### src/inc/ulsf_regs.vh
/*
 Constants for the line status flag block: bit positions of the
 line_status register, reset value and receive frame sizing.
 Assumes plain Verilog-2005 inclusion by bare name.
*/
`ifndef ULSF_REGS_VH
`define ULSF_REGS_VH
`define ULSF_LS_FIFO_ERR 7
`define ULSF_LS_TX_EMPTY 6
`define ULSF_LS_HOLD_EMPTY 5
`define ULSF_LS_BREAK 4
`define ULSF_LS_FRAME_ERR 3
`define ULSF_LS_RESET 8'h60
`define ULSF_FIFO_DEPTH 128
`define ULSF_FIFO_AW 7
`define ULSF_CNT_W 8
`define ULSF_TAG_W 3
`define ULSF_TAG_PAR 0
`define ULSF_TAG_FRM 1
`define ULSF_TAG_BRK 2
`define ULSF_OVS 16
`define ULSF_OVS_W 4
`define ULSF_BITS_W 4
`endif

### src/hdl/ulsf_line_status.v
/*
 Line status bits 7..3 of one UART channel, with the receive FIFO
 error tags that feed them. Holds a tag per receive FIFO slot,
 tracks holding/shift occupancy and raises the holding-empty
 interrupt request. Assumes the receiver, transmit FIFO and host bus
 logic of the channel run on sys_clk; only rx_pin is asynchronous.
*/
// Function
// - Bit 7 is one while any character still in the receive FIFO carries an error tag.
// - Bit 7 clears only once no remaining character carries an error tag.
// - Outside FIFO mode bit 6 is one when holding and shift registers are both empty.
// - Bit 6 is zero whenever the holding or shift register holds a character.
// - In FIFO mode bit 6 is one only when transmit FIFO and shift register are empty.
// - Outside FIFO mode bit 5 sets when a character moves from holding to shift register.
// - Outside FIFO mode bit 5 clears in the cycle the host writes the holding register.
// - Bit 5 high with its interrupt enable set requests an interrupt.
// - In FIFO mode bit 5 sets when the transmit FIFO empties and clears on a write to it.
// - Bit 4 sets when the receive line stayed low for a whole character frame.
// - In FIFO mode a continuous break loads only one break character.
// - Bit 3 sets when a received character lacks a valid stop bit.
// - In FIFO mode bit 3 reflects the character at the head of the receive FIFO.
// - After reset bits 7, 4 and 3 stay zero until a qualifying receive event.
`timescale 1ns/1ps
`include "ulsf_regs.vh"
module ulsf_line_status (
  input wire sys_clk,
  input wire resetn,
  input wire fifo_mode,
  input wire rx_pin,
  input wire bit_tick,
  input wire [3:0] frame_bits,
  input wire rx_push,
  input wire rx_push_parity_err,
  input wire rx_push_frame_err,
  input wire rx_pop,
  input wire rx_flush,
  input wire host_tx_write,
  input wire tx_load_shift,
  input wire tx_shift_busy,
  input wire tx_fifo_empty,
  input wire ls_read,
  input wire hold_empty_int_en,
  output reg [7:0] line_status,
  output reg hold_empty_int_req,
  output reg break_char_push
);
  reg rx_meta;
  reg rx_sync;
  reg [`ULSF_TAG_W-1:0] tag_mem [0:`ULSF_FIFO_DEPTH-1];
  reg [`ULSF_FIFO_AW-1:0] wr_ptr;
  reg [`ULSF_FIFO_AW-1:0] rd_ptr;
  reg [`ULSF_CNT_W-1:0] rx_count;
  reg [`ULSF_CNT_W-1:0] err_count;
  reg hold_full;
  reg hold_empty;
  reg brk_sticky;
  reg frm_sticky;
  wire break_push;
  wire push_any;
  wire do_push;
  wire do_pop;
  wire [`ULSF_TAG_W-1:0] push_tag;
  wire [`ULSF_TAG_W-1:0] head_tag;
  wire tx_empty_now;
  wire hold_empty_now;
  wire [7:0] next_line_status;
  reg [`ULSF_CNT_W-1:0] next_err_count;
  wire [`ULSF_FIFO_AW-1:0] next_rd_ptr;
  wire [`ULSF_CNT_W-1:0] next_rx_count;
  wire [`ULSF_TAG_W-1:0] next_head_tag;
  integer i;

  // True when a tag carries any error that counts toward bit 7
  function tag_has_err;
    input [`ULSF_TAG_W-1:0] t;
    begin
      tag_has_err = |t;
    end
  endfunction

  // Two-stage synchroniser on the serial input
  always @(posedge sys_clk) begin
    if (!resetn) begin
      rx_meta <= 1'b1;
      rx_sync <= 1'b1;
    end else begin
      rx_meta <= rx_pin;
      rx_sync <= rx_meta;
    end
  end

  ulsf_rx_break u_break (
    .sys_clk(sys_clk),
    .resetn(resetn),
    .bit_tick(bit_tick),
    .rx_sync(rx_sync),
    .frame_bits(frame_bits),
    .break_push(break_push)
  );

  // A break character takes the slot a normal character would; if both
  // land in one cycle the break wins since the frame was all zeros
  assign push_any = rx_push | break_push;
  assign push_tag = break_push ? 3'h4 : {1'b0, rx_push_frame_err, rx_push_parity_err};
  assign do_push = push_any && (rx_count != 8'h80 || rx_pop);
  assign do_pop = rx_pop && (rx_count != 8'h00);
  assign head_tag = tag_mem[rd_ptr];
  // Head and fill after this edge, so status shows the event one cycle on
  assign next_rd_ptr = rx_flush ? 7'h00 : (do_pop ? rd_ptr + 7'h01 : rd_ptr);
  assign next_rx_count = rx_flush ? 8'h00 :
                         (do_push && !do_pop) ? rx_count + 8'h01 :
                         (do_pop && !do_push) ? rx_count - 8'h01 : rx_count;
  // A slot written in this cycle that becomes the head is bypassed
  assign next_head_tag = (do_push && !rx_flush && next_rd_ptr == wr_ptr) ? push_tag
                                                                          : tag_mem[next_rd_ptr];

  // Tag store beside the receive FIFO, same pointers as the data side
  always @(posedge sys_clk) begin
    if (!resetn) begin
      for (i = 0; i < `ULSF_FIFO_DEPTH; i = i + 1) begin
        tag_mem[i] <= 3'h0;
      end
      wr_ptr <= 7'h00;
      rd_ptr <= 7'h00;
      rx_count <= 8'h00;
    end else if (rx_flush) begin
      wr_ptr <= 7'h00;
      rd_ptr <= 7'h00;
      rx_count <= 8'h00;
    end else begin
      if (do_push) begin
        tag_mem[wr_ptr] <= push_tag;
        wr_ptr <= wr_ptr + 7'h01;
      end
      if (do_pop) begin
        rd_ptr <= rd_ptr + 7'h01;
      end
      if (do_push && !do_pop) begin
        rx_count <= rx_count + 8'h01;
      end else if (do_pop && !do_push) begin
        rx_count <= rx_count - 8'h01;
      end
    end
  end

  // Count of tagged entries still in the FIFO drives the summary bit
  always @* begin
    next_err_count = err_count;
    if (rx_flush) begin
      next_err_count = 8'h00;
    end else begin
      case ({do_push && tag_has_err(push_tag), do_pop && tag_has_err(head_tag)})
        2'b10: next_err_count = err_count + 8'h01;
        2'b01: next_err_count = err_count - 8'h01;
        default: next_err_count = err_count;
      endcase
    end
  end

  // Registered count; the status bit reads the next value
  always @(posedge sys_clk) begin
    if (!resetn) begin
      err_count <= 8'h00;
    end else begin
      err_count <= next_err_count;
    end
  end

  // Non-FIFO mode keeps sticky break/framing flags, cleared by a status
  // read; a new event in the read cycle wins over the clear
  always @(posedge sys_clk) begin
    if (!resetn) begin
      brk_sticky <= 1'b0;
      frm_sticky <= 1'b0;
    end else begin
      brk_sticky <= break_push | (brk_sticky & ~ls_read);
      frm_sticky <= (rx_push & rx_push_frame_err) | (frm_sticky & ~ls_read);
    end
  end

  // Holding register occupancy outside FIFO mode
  always @(posedge sys_clk) begin
    if (!resetn) begin
      hold_full <= 1'b0;
      hold_empty <= 1'b1;
    end else if (host_tx_write) begin
      hold_full <= 1'b1;
      hold_empty <= 1'b0;
    end else if (tx_load_shift) begin
      hold_full <= 1'b0;
      hold_empty <= 1'b1;
    end
  end

  // Transmitter empty: both stages idle, in either mode
  assign tx_empty_now = fifo_mode ? (tx_fifo_empty && !tx_shift_busy)
                                  : ((!hold_full || tx_load_shift) && !host_tx_write
                                     && !tx_shift_busy);
  // In FIFO mode the FIFO's own empty flag drops on the write cycle
  assign hold_empty_now = fifo_mode ? (tx_fifo_empty && !host_tx_write)
                                    : ((hold_empty || tx_load_shift) && !host_tx_write);

  assign next_line_status = {
    next_err_count != 8'h00,
    tx_empty_now,
    hold_empty_now,
    fifo_mode ? next_head_tag[`ULSF_TAG_BRK] && next_rx_count != 8'h00
              : (break_push | brk_sticky),
    fifo_mode ? next_head_tag[`ULSF_TAG_FRM] && next_rx_count != 8'h00
              : ((rx_push & rx_push_frame_err) | frm_sticky),
    3'h0
  };

  // Registered status and interrupt request; outputs come from flops
  always @(posedge sys_clk) begin
    if (!resetn) begin
      line_status <= `ULSF_LS_RESET;
      hold_empty_int_req <= 1'b0;
      break_char_push <= 1'b0;
    end else begin
      line_status <= next_line_status;
      hold_empty_int_req <= next_line_status[`ULSF_LS_HOLD_EMPTY] & hold_empty_int_en;
      break_char_push <= break_push & fifo_mode;
    end
  end
endmodule // ulsf_line_status

### src/hdl/ulsf_rx_break.v
/*
 Break detector for the receive line. Counts bit periods the
 synchronised receive line stays low; flags a break once a whole
 frame (start, data, parity, stop) has passed low, and emits one
 break push per continuous break. Assumes rx_sync is already
 synchronised and bit_tick is a one-cycle pulse per 16x sample.
*/
`timescale 1ns/1ps
`include "ulsf_regs.vh"
module ulsf_rx_break (
  input wire sys_clk,
  input wire resetn,
  input wire bit_tick,
  input wire rx_sync,
  input wire [3:0] frame_bits,
  output reg break_push
);
  reg [`ULSF_OVS_W-1:0] ovs_cnt;
  reg [`ULSF_BITS_W:0] low_bits;
  reg in_break;

  // Count whole bit periods of low line; one push per break
  always @(posedge sys_clk) begin
    if (!resetn) begin
      ovs_cnt <= 4'h0;
      low_bits <= 5'h00;
      in_break <= 1'b0;
      break_push <= 1'b0;
    end else begin
      break_push <= 1'b0;
      if (rx_sync) begin
        // Line released: rearm for the next break
        ovs_cnt <= 4'h0;
        low_bits <= 5'h00;
        in_break <= 1'b0;
      end else if (bit_tick && !in_break) begin
        ovs_cnt <= ovs_cnt + 4'h1;
        if (ovs_cnt == 4'hF) begin
          if (low_bits + 5'h01 >= {1'b0, frame_bits}) begin
            in_break <= 1'b1;
            break_push <= 1'b1;
          end else begin
            low_bits <= low_bits + 5'h01;
          end
        end
      end
    end
  end
endmodule // ulsf_rx_break

### config.mk
export PLATFORM = sky130hd
export DESIGN_NAME = ulsf_line_status
export DESIGN_NICKNAME = d
export VERILOG_FILES = /design/src/hdl/ulsf_line_status.v /design/src/hdl/ulsf_rx_break.v
export VERILOG_INCLUDE_DIRS = /design/src /design/src/inc
export SDC_FILE = /design/constraint.sdc
export NUM_CORES = 1
export LEC_CHECK = 0
export ABC_CLOCK_PERIOD_IN_PS = 6200
export BUFFER_PORTS_ARGS = -buffer_cell sky130_fd_sc_hd__buf_2
export CAP_MARGIN = 5
export CORE_MARGIN = 1.5
export CORE_UTILIZATION = 50
export DETAILED_ROUTE_END_ITERATION = 10
export PLACE_DENSITY_LB_ADDON = 0.1
export SLEW_MARGIN = 10
export SYNTH_ARGS = -nofsm -noshare
export SYNTH_HDL_FRONTEND = slang
export SYNTH_SLANG_ARGS = --single-unit
### constraint.sdc
create_clock -name sys_clk -period 6.2 [get_ports sys_clk]
set_input_delay 0 -clock sys_clk [delete_from_list [all_inputs] [get_ports sys_clk]]
set_output_delay 0 -clock sys_clk [all_outputs]
set_load 0.01 [all_outputs]
==> out/results.ini <==
[logic_synthesis]
yosys_warnings=0
synth-seq-cells=438
yosysUniqueCellTypes=77
yosys_most_used_dff=edfxtp_1
yosysSeqAreaShare_pct=56.7
synth-edff-count=384
syn_area_um2=22200
syn_inst=2195
syn_avg_cell_area_um2=10.1
async_flop_share_pct=0

[setup_path]
cp_data_required_time_ns=6.67
critical_path.startpoint_type=flop
crit_arrival_ns=6.07
path_class=flop to flop
path_max_fanout=39
worst_r2r_path_depth=19
endpoint_kind=flop

[timing]
hold_violations=0
setup_violations=0
fin_crit_sh_pct=90.3
slew_violations=0
setup_tns_ns=0
max_freq_mhz=179
tightest_slew_ns=1.30
min_period_ns=5.60
rsz0062_at_grt=no
skew_ns=0.0212
slew_headroom_pct=13.2

[grt]
grt_overflow_total=0
track_usage_pct=30.6
grt_max_degree=80
grt_pass1_wl_mm=103
grt_pass1_vias=17100
antenna_found_initial=1

[pwr]
finalPower_mw=6.90
power_density_nw_per_um2=281
power.leakage_nw=7.87
vdd.ir_drop.worst_mv=0.249

[cts]
cts_root_buffer=clkbuf_16
cts_resized=0
clk_pin_slew_ns=0.06
cts.path.max_buffers=3
clkLatencyLatePin_ns=0.61
numCtsBuffers=48
ctsHoldBuffers=14
cts_sinks=438
cts_tree=built
cts_max_level=2
post_cts_buffers=0

[place]
dp_hpwl_mm=45.2
finalWeightedCongestion=0.922
io_buffers=26

[min_path]
hold_class=input port to flop
whs_path_depth=5

[final_layout]
fin_nets=2186
final_common_cell=nor2_1
final_cell_mix=nor2_1, edfxtp_1, nand2_1
drive_gt1_share_pct=9.42
antenna_cells=0
syn_to_final_growth_pct=10.6

[floorplanning]
coreArea_um2=44000
fp.dieArea_um2=45700
initial_core_util_pct=50.5
io_pins=30
dieWidth_um=214
rows=77
dieHeight_um=214

[detailed_routing]
drt_iter0_markers=2055
viasPerCell=6.38
vias=17700
wl_per_cell_um=24.9
wirelength_mm=69.3
drt.antenna.violating_nets=0
drc=0
firstDrtPassIters=8

[status]
outcome=finished clean

[job]
maxCapViolations=0

==> final timing paths <==
kind / start / endpoint / slack (ns)
setup / recovery: rd_ptr[0] / line_status[7] / 0.60
hold / removal: frame_bits[3] / u_break.break_push / 0.04
setup reg to reg: rd_ptr[0] / line_status[7] / 0.60
hold reg to reg: rx_meta / rx_sync / 0.40
==> cell type report <==
| cell class | count | area, µm² |
|---|---|---|
| timing repair buffer | 84 | 703 |
| inverter | 25 | 93.8 |
| sequential | 438 | 12600 |
| clock inverter | 32 | 345 |
| tap | 592 | 741 |
| fill | 3826 | 19400 |
| multi-input combinational | 1550 | 8840 |
| clock buffer | 58 | 1240 |
==> layer usage <==
layer / track usage [%] / wire (µm)
met5: 0 / 0
met4: 14.2 / 2730
met3: 5.17 / 6300
met2: 48.9 / 32400
met1: 41.0 / 27900
==> power by group <==
part	switching (mW)	leakage, nW	internal, mW
Sequential	0.0829	4.12	3.33
Combinational	0.367	2.97	0.213
Clock	1.22	0.775	1.69
Total	1.67	7.87	5.23
==> synthesized netlist by cell type, types with 7 or more instances <==
| cell type | n | area, µm² |
|---|---|---|
| mux2i_1 | 51 | 510 |
| a2111oi_0 | 7 | 61.3 |
| buf_2 | 22 | 110 |
| inv_1 | 25 | 93.8 |
| a221oi_1 | 12 | 105 |
| a211oi_1 | 69 | 518 |
| a31oi_1 | 11 | 68.8 |
| buf_4 | 12 | 90.1 |
| edfxtp_1 | 384 | 11500 |
| nor2b_1 | 22 | 138 |
| buf_1 | 12 | 45.0 |
| nand3_1 | 34 | 170 |
| clkbuf_1 | 137 | 514 |
| nand4_1 | 19 | 119 |
| a22o_1 | 10 | 87.6 |
| dfxtp_1 | 54 | 1080 |
| nand2b_1 | 13 | 81.3 |
| nor3_1 | 85 | 425 |
| mux4_2 | 27 | 608 |
| xnor2_1 | 23 | 201 |
| nor4_1 | 35 | 219 |
| ha_1 | 18 | 225 |
| nand2_1 | 190 | 713 |
| xor2_1 | 13 | 114 |
| and3_1 | 7 | 43.8 |
| a211o_1 | 8 | 70.1 |
| a22oi_1 | 18 | 135 |
| a21oi_1 | 131 | 656 |
| o21ai_0 | 149 | 746 |
| nor2_1 | 501 | 1880 |
==> kinds of logic (layout without fill, tap and decap cells) <==
logic type | after synthesis | count (layout) | synth area share [%]
compound gates | 475 | 475 | 13.3
xor+xnor | 37 | 37 | 1.54
fa+ha+maj | 19 | 19 | 1.10
buf+inv | 209 | 199 | 3.89
flops | 438 | 438 | 56.7
mux | 84 | 84 | 5.35
other cells | 1 | 3 | 0.0169
simple gates | 932 | 932 | 18.1
==> registers in the layout (all words and copies together), names as in the netlist, 4 cells and up <==
| signal | flops |
|---|---|
| rd_ptr | 7 |
| u_break.low_bits | 5 |
| u_break.ovs_cnt | 4 |
| line_status | 5 |
| tag_mem | 384 |
| wr_ptr | 7 |
| err_count | 8 |
| rx_count | 8 |
==> metrics by stage <==
step	setup WS (ns)	std cells	hold WS [ns]	utilization [%]	area [µm²]
after floorplan	1.18	2197	0.0770	-	22200
after global placement	0.744	2675	0.191	51.9	22900
after detailed placement	0.693	2675	0.198	51.9	22900
after global routing	0.210	2779	0.0878	55.8	24600
after CTS	0.669	2779	0.0205	55.8	24600
final	0.604	2779	0.0353	55.8	24600
==> worst max-delay path, cell delays in order (launching register included) <==
cell and delay [ns]:
dfxtp_4 0.73, mux4_2 0.58, a2111oi_0 0.36, a21oi_1 0.10, a211oi_1 0.49, nor3_1 0.10, a21oi_1 0.31, a21oi_1 0.11
a21boi_0 0.18, ha_1 0.36, ha_1 0.32, a21o_1 0.17, a21oi_1 0.21, o21bai_1 0.09, a21oi_1 0.22, o21bai_1 0.09
a21oi_1 0.18, mux2i_1 0.24, mux2i_1 0.11, or4_1 0.47
(Power assumes the default switching activity.)
